## src/rtl/flags_pkg.sv

```systemverilog
// package of register offsets, bit positions and states for the status flag block
package flags_pkg;
  localparam logic [12:0] CTRL_BYTE_ADDR = 13'h1FF8;
  localparam logic [12:0] CENTURY_DAY_ADDR = 13'h1FFC;
  localparam logic [12:0] DATE_FLAGS_ADDR = 13'h1FFD;
  localparam logic [12:0] YEAR_ADDR = 13'h1FFF;
  localparam int WRITE_BIT = 7;
  localparam int READ_BIT = 6;
  localparam int BL_CHECK_EN_BIT = 7;
  localparam int BL_FLAG_BIT = 6;
  localparam int CENT_EN_BIT = 5;
  localparam int CENT_FLAG_BIT = 4;
  localparam logic [7:0] YEAR_LAST = 8'h99;
  localparam logic [7:0] YEAR_FIRST = 8'h00;
  localparam logic [7:0] BYTE_ZERO = 8'h00;
  localparam logic [7:0] CENT_DAY_MASK = 8'h47;
  localparam logic [7:0] DATE_MASK = 8'h3F;
  typedef enum logic [1:0] {
    chk_idle_type_s, chk_wait_type_s, chk_done_type_s
  } check_state_type;
endpackage

```

## src/rtl/check_if.sv

```systemverilog
// interface carrying battery check requests and results between modules
`timescale 1ns/10ps
interface check_if;
  logic start;
  logic busy;
  logic done;
  logic low;
  modport ctrl (output start, input busy, input done, input low);
  modport seq (input start, output busy, output done, output low);
endinterface

```

## src/rtl/battery_check_seq.sv

```systemverilog
// battery comparator sampling sequencer
`timescale 1ns/10ps
module battery_check_seq (
  input wire logic core_clk,
  input wire logic rstn,
  input wire logic batt_below_sync,
  check_if.seq chk
);
  import flags_pkg::*;
  check_state_type state_r;
  logic low_r;
  logic done_r;
  assign chk.busy = (state_r != chk_idle_type_s);
  assign chk.done = done_r;
  assign chk.low = low_r;
  // one cycle of settling so comparator result is taken after request
  always_ff @(posedge core_clk or negedge rstn) begin
    if (!rstn) begin
      state_r <= chk_idle_type_s;
      low_r <= 1'b0;
      done_r <= 1'b0;
    end else begin
      done_r <= 1'b0;
      unique case (state_r)
        chk_idle_type_s: if (chk.start) state_r <= chk_wait_type_s;
        chk_wait_type_s: begin
          low_r <= batt_below_sync;
          state_r <= chk_done_type_s;
        end
        chk_done_type_s: begin
          done_r <= 1'b1;
          state_r <= chk_idle_type_s;
        end
      endcase
    end
  end
endmodule // battery_check_seq

```

## src/rtl/battery_century_flags.sv

```systemverilog
// battery-low and century flag logic behind the byte-wide sram bus
`timescale 1ns/10ps
module battery_century_flags (
  input wire logic core_clk,
  input wire logic rstn,
  input wire logic [12:0] addr,
  input wire logic chip_en_n,
  input wire logic write_en_n,
  input wire logic output_en_n,
  input wire logic [7:0] dq_in,
  output logic [7:0] dq_out,
  output logic dq_oe,
  input wire logic vcc_good,
  input wire logic osc_running,
  input wire logic day_rollover,
  input wire logic batt_below,
  output logic write_halt,
  output logic update_halt
);
  import flags_pkg::*;

  // ****************************************
  // input synchronisers
  // ****************************************
  logic [6:0] s1_r;
  logic [6:0] s2_r;
  always_ff @(posedge core_clk or negedge rstn) begin
    if (!rstn) begin
      // both stages reset to the idle level of the strobes, so no false write follows reset
      s1_r <= 7'h07;
      s2_r <= 7'h07;
    end else begin
      s1_r <= {batt_below, day_rollover, osc_running, vcc_good,
               output_en_n, write_en_n, chip_en_n};
      s2_r <= s1_r;
    end
  end
  logic ce_n_s, we_n_s, oe_n_s, vcc_s, osc_s, roll_s, below_s;
  assign {below_s, roll_s, osc_s, vcc_s, oe_n_s, we_n_s, ce_n_s} = s2_r;

  logic [12:0] a1_r;
  logic [12:0] a2_r;
  logic [7:0] d1_r;
  logic [7:0] d2_r;
  always_ff @(posedge core_clk or negedge rstn) begin
    if (!rstn) begin
      a1_r <= '0;
      a2_r <= '0;
      d1_r <= BYTE_ZERO;
      d2_r <= BYTE_ZERO;
    end else begin
      a1_r <= addr;
      a2_r <= a1_r;
      d1_r <= dq_in;
      d2_r <= d1_r;
    end
  end

  // ****************************************
  // bus write strobe
  // ****************************************
  logic wr_act_r;
  logic wr_act;
  logic wr_pulse;
  assign wr_act = !ce_n_s && !we_n_s;
  // commit on the trailing edge so address and data have settled
  assign wr_pulse = wr_act_r && !wr_act;
  logic [12:0] wa_r;
  logic [7:0] wd_r;
  always_ff @(posedge core_clk or negedge rstn) begin
    if (!rstn) begin
      wr_act_r <= 1'b0;
      wa_r <= '0;
      wd_r <= BYTE_ZERO;
    end else begin
      wr_act_r <= wr_act;
      if (wr_act) begin
        wa_r <= a2_r;
        wd_r <= d2_r;
      end
    end
  end

  function automatic logic hit(input logic [12:0] a, input logic [12:0] target);
    return a == target;
  endfunction

  // ****************************************
  // control byte
  // ****************************************
  logic [7:0] ctrl_r;
  always_ff @(posedge core_clk or negedge rstn) begin
    if (!rstn) ctrl_r <= BYTE_ZERO;
    else if (wr_pulse && hit(wa_r, CTRL_BYTE_ADDR)) ctrl_r <= wd_r;
  end
  always_ff @(posedge core_clk or negedge rstn) begin
    if (!rstn) begin
      write_halt <= 1'b0;
      update_halt <= 1'b0;
    end else begin
      write_halt <= ctrl_r[WRITE_BIT];
      update_halt <= ctrl_r[WRITE_BIT] | ctrl_r[READ_BIT];
    end
  end

  // ****************************************
  // year tracking and century turn
  // ****************************************
  logic [7:0] year_r;
  logic [7:0] year_prev_r;
  logic cent_turn;
  always_ff @(posedge core_clk or negedge rstn) begin
    if (!rstn) begin
      year_r <= BYTE_ZERO;
      year_prev_r <= BYTE_ZERO;
    end else begin
      if (wr_pulse && hit(wa_r, YEAR_ADDR)) year_r <= wd_r;
      year_prev_r <= year_r;
    end
  end
  // host year loads made under the write bit are not a turn
  assign cent_turn = (year_prev_r == YEAR_LAST) && (year_r == YEAR_FIRST)
                     && !ctrl_r[WRITE_BIT];

  // ****************************************
  // century / day byte
  // ****************************************
  logic [7:0] cday_r;
  always_ff @(posedge core_clk or negedge rstn) begin
    if (!rstn) cday_r <= BYTE_ZERO;
    else begin
      if (wr_pulse && hit(wa_r, CENTURY_DAY_ADDR)) begin
        cday_r <= (cday_r & ~CENT_DAY_MASK) | (wd_r & CENT_DAY_MASK);
        cday_r[CENT_EN_BIT] <= wd_r[CENT_EN_BIT];
        if (ctrl_r[WRITE_BIT]) cday_r[CENT_FLAG_BIT] <= wd_r[CENT_FLAG_BIT];
      end
      if (cent_turn && cday_r[CENT_EN_BIT])
        cday_r[CENT_FLAG_BIT] <= ~cday_r[CENT_FLAG_BIT];
    end
  end

  // ****************************************
  // battery check scheduling
  // ****************************************
  check_if chk ();
  battery_check_seq u_seq (
    .core_clk(core_clk),
    .rstn(rstn),
    .batt_below_sync(below_s),
    .chk(chk)
  );
  logic roll_r;
  logic pu_pending_r;
  logic roll_pending_r;
  logic start_r;
  assign chk.start = start_r;
  always_ff @(posedge core_clk or negedge rstn) begin
    if (!rstn) begin
      roll_r <= 1'b0;
      pu_pending_r <= 1'b1;
      roll_pending_r <= 1'b0;
      start_r <= 1'b0;
    end else begin
      roll_r <= roll_s;
      start_r <= 1'b0;
      if (!vcc_s) pu_pending_r <= 1'b1;
      if (roll_s && !roll_r && vcc_s && osc_s) roll_pending_r <= 1'b1;
      // no check in backup mode; power loss drops a queued daily check
      if (!vcc_s) roll_pending_r <= 1'b0;
      else if (osc_s && (pu_pending_r || roll_pending_r) && !chk.busy && !start_r) begin
        start_r <= 1'b1;
        pu_pending_r <= 1'b0;
        // a rollover edge in this same cycle stays queued: set wins over clear
        roll_pending_r <= roll_s && !roll_r && osc_s;
      end
    end
  end

  // ****************************************
  // date / flags byte
  // ****************************************
  logic [7:0] dflag_r;
  always_ff @(posedge core_clk or negedge rstn) begin
    if (!rstn) dflag_r <= BYTE_ZERO;
    else begin
      if (wr_pulse && hit(wa_r, DATE_FLAGS_ADDR)) begin
        dflag_r <= (dflag_r & ~DATE_MASK) | (wd_r & DATE_MASK);
        dflag_r[BL_CHECK_EN_BIT] <= wd_r[BL_CHECK_EN_BIT];
      end
      // flag is read-only to the host; only a check moves it
      if (chk.done) begin
        if (chk.low && dflag_r[BL_CHECK_EN_BIT]) dflag_r[BL_FLAG_BIT] <= 1'b1;
        else if (!chk.low) dflag_r[BL_FLAG_BIT] <= 1'b0;
      end
    end
  end

  // ****************************************
  // read path
  // ****************************************
  logic [7:0] rd_data;
  always_comb begin
    rd_data = BYTE_ZERO;
    // unused bits of this byte are never written, so they always read zero
    if (hit(a2_r, CENTURY_DAY_ADDR)) rd_data = cday_r;
    else if (hit(a2_r, DATE_FLAGS_ADDR)) rd_data = dflag_r;
    else if (hit(a2_r, CTRL_BYTE_ADDR)) rd_data = ctrl_r;
    else if (hit(a2_r, YEAR_ADDR)) rd_data = year_r;
  end
  always_ff @(posedge core_clk or negedge rstn) begin
    if (!rstn) begin
      dq_out <= BYTE_ZERO;
      dq_oe <= 1'b0;
    end else begin
      dq_out <= rd_data;
      dq_oe <= !ce_n_s && !oe_n_s && we_n_s;
    end
  end
endmodule // battery_century_flags

```

## config.mk

```make
export PLATFORM = sky130hd
export DESIGN_NAME = battery_century_flags
export DESIGN_NICKNAME = d
export VERILOG_FILES = /design/src/rtl/flags_pkg.sv /design/src/rtl/check_if.sv /design/src/rtl/battery_check_seq.sv /design/src/rtl/battery_century_flags.sv
export SDC_FILE = /design/constraint.sdc
export NUM_CORES = 1
export LEC_CHECK = 0
export BUFFER_PORTS_ARGS = -buffer_cell sky130_fd_sc_hd__clkbuf_2
export CORE_ASPECT_RATIO = 1.1
export CORE_MARGIN = 5
export CORE_UTILIZATION = 60
export DETAILED_ROUTE_END_ITERATION = 8
export PLACE_DENSITY = 0.78
export SLEW_MARGIN = 20
export SYNTH_ARGS = -nofsm -noshare
export SYNTH_HDL_FRONTEND = slang
export SYNTH_SLANG_ARGS = --single-unit
```

## constraint.sdc

```tcl
create_clock -name core_clk -period 5.74 [get_ports core_clk]
set_input_delay 1.148 -clock core_clk [delete_from_list [all_inputs] [get_ports core_clk]]
set_output_delay 1.148 -clock core_clk [all_outputs]
set_load 0.05 [all_outputs]
```

-- Yosys cells after proc, flatten, opt, wreduce, memory -nomap -nowiden
Cells that the tools add are included.
- bits in registers: 137
- input port bits: 30
- output and inout bits: 11
- bitwise operators: 4
- reductions and logical operators: 32
- equality and inequality tests: 13
- mux-type cells: 22
- operator list (kind ; count):
    13-bit == test (second input constant) ; 8
    8-bit 2-to-1 mux ; 4
    1-bit logical AND ; 19
    1-bit 2-to-1 mux ; 14
    8-bit == test (second input constant) ; 1
    1-bit logical NOT ; 8
    8-bit logical NOT ; 1
    8-bit by 7-bit bitwise OR with 8-bit output ; 1
    7-bit 2-to-1 mux ; 1
    7-bit by 6-bit bitwise OR with 7-bit output ; 1
    2-bit one-hot mux with 3 select lines ; 1
    5-bit 2-to-1 mux ; 1
    2-bit nonzero test ; 2
    3-bit by 1-bit inequality test with 1-bit output (second input constant) ; 1
    2-bit by 1-bit == test with 1-bit output (second input constant) ; 1
    2-bit == test (second input constant) ; 1
    2-bit logical NOT ; 1
    2-bit 2-to-1 mux ; 1
    2-bit inequality test (second input constant) ; 1
    1-bit logical OR ; 1
    1-bit inverter ; 1
    1-bit bitwise OR ; 1

-- Depth between registers and ports, before layout
- depth in word-level cells: 9
- depth in mapped cells: 6
- mapped depth without buffers: 6

-- Modules after synthesis
A second synthesis with hierarchy kept.
- cells, all modules: 284
- area, all modules: 4619.4 um^2
- by module, submodules not included (module ; cells each ; area an instance (um^2) ; seq. area each (um^2) ; times used):
    battery_century_flags ; 269 ; 4408.0 ; 3286.9 ; 1
    battery_check_seq ; 15 ; 211.5 ; 100.1 ; 1

-- Least setup slack after synthesis
OpenSTA, ideal clock, no wires.
- kind: reg-to-reg
- start: reg s2_r[0]
- end: reg ctrl_r[0]
- data arrival time: 1996 ps
- stages on the path, launching flop included: 6
- path slack: 3619 ps
- setup time: 125 ps
- path buffers: 1
- period minus slack after synthesis: 2121 ps
- path through: dfstp_2 > o211ai_2 > or4_4 > or4_4 > buf_6 > mux2_4
- longest elaborated chain between the ends: 5
- RTL lines (element ; line ; RTL):
    start, declared ; battery_century_flags.sv:26 ; logic [6:0] s2_r;
    start signal, assigned ; battery_century_flags.sv:35 ; s2_r <= s1_r;
    1-bit logical NOT ; battery_century_flags.sv:65 ; assign wr_act = !ce_n_s && !we_n_s;
    1-bit logical AND ; battery_century_flags.sv:65 ;
    1-bit logical NOT ; battery_century_flags.sv:67 ; assign wr_pulse = wr_act_r && !wr_act;
    1-bit logical AND ; battery_century_flags.sv:67 ;
    1-bit logical AND ; battery_century_flags.sv:94 ; else if (wr_pulse && hit(wa_r, CTRL_BYTE_ADDR)) ctrl_r <= wd_r;
    end signal, assigned ; battery_century_flags.sv:94 ;
    end, declared ; battery_century_flags.sv:91 ; logic [7:0] ctrl_r;
No other way between the ends.
A chain may end at the register's enable or synchronous reset.

-- Final worst setup path
- start: reg s2_r[0]
- end: reg dflag_r[5]
- longest elaborated chain between the ends: 5
- RTL lines (element ; line ; RTL):
    1-bit logical NOT ; battery_century_flags.sv:65 ;
    1-bit logical AND ; battery_century_flags.sv:65 ;
    1-bit logical NOT ; battery_century_flags.sv:67 ;
    1-bit logical AND ; battery_century_flags.sv:67 ;
    1-bit logical AND ; battery_century_flags.sv:186 ; if (wr_pulse && hit(wa_r, DATE_FLAGS_ADDR)) begin
    end signal, assigned ; battery_century_flags.sv:187 ; dflag_r <= (dflag_r & ~DATE_MASK) | (wd_r & DATE_MASK);
    end signal, assigned by index ; battery_century_flags.sv:188 ; dflag_r[BL_CHECK_EN_BIT] <= wd_r[BL_CHECK_EN_BIT];
    end, declared ; battery_century_flags.sv:182 ; logic [7:0] dflag_r;
No other way between the ends.

==> results by group <==
Setup path
  – Worst Setup SP: s2_r[0]$_DFF_PN1_
  – Crit. End Element: register
  – Reg2reg setup slack: 3400 ps
  – Crit path DAT: 2740 ps
  – Critical Path End: dflag_r[5]$_DFFE_PN0P_
  – Reg2reg start: s2_r[0]$_DFF_PN1_
  – R2R depth: 4
  – Critical path class: reg -> reg
  – Critical path launch point type: register
  – Crit-path max FO: 7
  – End of the worst register-to-register path: dflag_r[5]$_DFFE_PN0P_
  – WP data required: 6140 ps

Clocking
  – Resize count post-CTS: 0
  – CTS tree: built
  – CTS Hold Buffers Added: 0
  – Htree depth: 4
  – Post-CTS Setup Inserts: 0
  – Worst-Skew Late Latency: 520 ps
  – CTS Buf Count: 17
  – TritonCTS sink count: 135
  – CTS clock-pin slew for the worst setup and hold paths: 60 ps
  – Root buffer cell: clkbuf_8
  – CTS max path bufs: 2

Job
  – Max cap viols: 0

Layout
  – Layout Cells excl Fill: 457
  – # diodes: 0
  – Area grow syn2layout: 20.7%
  – Fin area: 5560 sq um
  – Ratio of cells with drive above 1 in the final layout: 39.5%
  – Layout Utilization: 74.4%
  – Final net count: 373

Status
  – Status: finished clean

Place
  – Placed Area: 4920 sq um
  – GP Congestion: 0.839
  – Number of port buffers: 40
  – Pre-CTS setup slack: 3120 ps
  – Dpl cells: 425
  – HPWL after DPL: 4.72 mm

STA
  – Fin crit period: 2340 ps
  – Worst rel slew slack: 32.7%
  – Max-slew violation count: 0
  – RSZ-0062 raised after global routing: false
  – Setup Skew: 12.3 ps
  – Worst hold slack: 348 ps
  – Worst slew pin tran: 1000 ps
  – Setup TNS: 0 ps
  – Fmax: 0.427 GHz
  – Final Cycle Share: 40.8%
  – Fin worst setup slack: 3400 ps
  – Final count of negative-setup-slack endpoints: 0
  – Final hold vios: 0

Synthesis
  – Synth async-reset ratio: 100%
  – Post-synth top area share: 69.5%
  – Synth Instances: 284
  – Yosys warns: 0
  – Sequential fraction of the synthesis area: 73.5%
  – Post-synth net total: 318
  – Dominant cell type by area after synthesis: dfrtp_1
  – Cell Area, Synth: 4610 sq um
  – Number of flops mapped to enable cells by yosys: 0
  – Largest cells by area after synthesis: dfrtp_1 70%, mux2_2 10%, dfstp_2 4.0%
  – Top FF cell, synth: dfrtp_1
  – Flops & latches, synth: 135
  – Post-synth cell types: 39
  – Syn_area_per_cell: 16.2 sq um

Detailed routing
  – Final WL: 8.03 mm
  – Drt pass-1 iters: 5
  – DR vias: 2,532
  – DR DRC count: 0
  – DRT antenna net count: 0
  – Via density: 5.54
  – Drt first-iter violations: 178
  – Avg WL per Cell: 17.6 um

Die
  – Initial Utilization: 61.6%
  – Core region area: 7470 sq um
  – Die X: 93.5 um
  – # IOs: 41
  – Die height: 102 um
  – Rows: 33
  – Die area: 9530 sq um

Global routing
  – Vias in the first global route: 2,720
  – First-pass GRT wire length: 13.8 mm
  – Largest net degree at the start of global routing: 80
  – Initial antenna violation count: 0
  – Aggregate global routing overflow: 0
  – All-Layer GR Usage: 19.5%

Power and ir drop
  – Maximum vdd drop: 300 uV
  – Pleak: 2.65 nW
  – Power consumption: 2.30 mW
  – P per Cell Area: 414 nW/um^2

Min path
  – Worst hold path class: reg -> reg
[synthesized netlist by cell type (2+ instances only)]
master     count
a21oi_1        3
a22o_1         6
a2bb2oi_1      6
a32oi_1        2
clkbuf_1       4
dfrtp_1      128
dfstp_2        7
ha_1           4
inv_1          7
mux2_2        42
mux2_4         8
nand2_1       18
nand2b_1       2
nand4_1        4
nand4b_1       2
nor2_1         4
nor2b_1        2
nor3_1         2
nor4_1         2
o21ai_0       11
or4_4          2
[power by group]
part	switching, mW	internal (mW)
logic	0.0657	0.0486
registers	0.0438	1.02
clock network	0.414	0.714
[worst min path at each step]
stage | from | endpoint | slack (ps) | cells past startpoint
after floorplan | a1_r[0]$_DFF_PN0_ | a2_r[0]$_DFF_PN0_ | 330 | 0
after CTS | a1_r[6]$_DFF_PN0_ | a2_r[6]$_DFF_PN0_ | 350 | 0
after global routing | a1_r[1]$_DFF_PN0_ | a2_r[1]$_DFF_PN0_ | 350 | 0
after global placement | d1_r[4]$_DFF_PN0_ | d2_r[4]$_DFF_PN0_ | 330 | 0
final | a1_r[6]$_DFF_PN0_ | a2_r[6]$_DFF_PN0_ | 350 | 0
after detailed placement | a1_r[12]$_DFF_PN0_ | a2_r[12]$_DFF_PN0_ | 330 | 0
[routing by layer]
| metal | track usage, % | up-vias | part of all wire [%] |
|---|---|---|---|
| li1 | - | 1111 | - |
| met1 | 24.3 | 1323 | 41 |
| met2 | 31.3 | 82 | 52 |
| met3 | 7.14 | 16 | 6.0 |
| met4 | 8.44 | 0 | 1.6 |
| met5 | 0 | - | 0 |
[worst max-delay path: stages (launching register included)]
cell,delay [ps]
dfstp_2,560
o211ai_2,110
or4_4,540
nor3_2,600
mux2_2,410
[cell families (layout without fill, tap and decap cells)]
group,Yosys count,count (layout),synth area share [%]
buffers and inverters,13,81,1.25
AO/OA/AOI/OAI,32,32,5.00
flip-flops,135,135,73.5
multiplexers,50,50,12.9
adder cells (fa/ha/maj),4,4,1.09
AND/OR/NAND/NOR,50,50,6.27
[state kept, by name (all words and copies together), names as in the netlist, 6 cells and up]
signal / flops
a1_r: 13
a2_r: 13
cday_r: 6
ctrl_r: 8
d1_r: 8
d2_r: 8
dflag_r: 8
dq_out: 8
s1_r: 7
s2_r: 7
wa_r: 13
wd_r: 8
year_prev_r: 8
year_r: 8
[layout by cell type, fill, tap and decap left out, types with 6 or more instances in the layout]
cell type,instances
a22o_1,6
a2bb2oi_1,6
clkbuf_16,16
clkbuf_2,39
dfrtp_1,128
dfstp_2,7
inv_1,7
inv_6,6
mux2_2,42
mux2_4,8
nand2_1,18
o21ai_0,11
[area by class of cell]
cell class                      count  area (sq um)
Clock buffer                       17           414
Inverter                            7          26.3
Fill cell                         456          1910
Sequential cell                   135          3390
Clock inverter                     15           213
Tap cell                          105           131
Timing Repair Buffer               42           218
Multi-Input combinational cell    136          1170
Note: power is estimated with default switching activity, not from simulation.
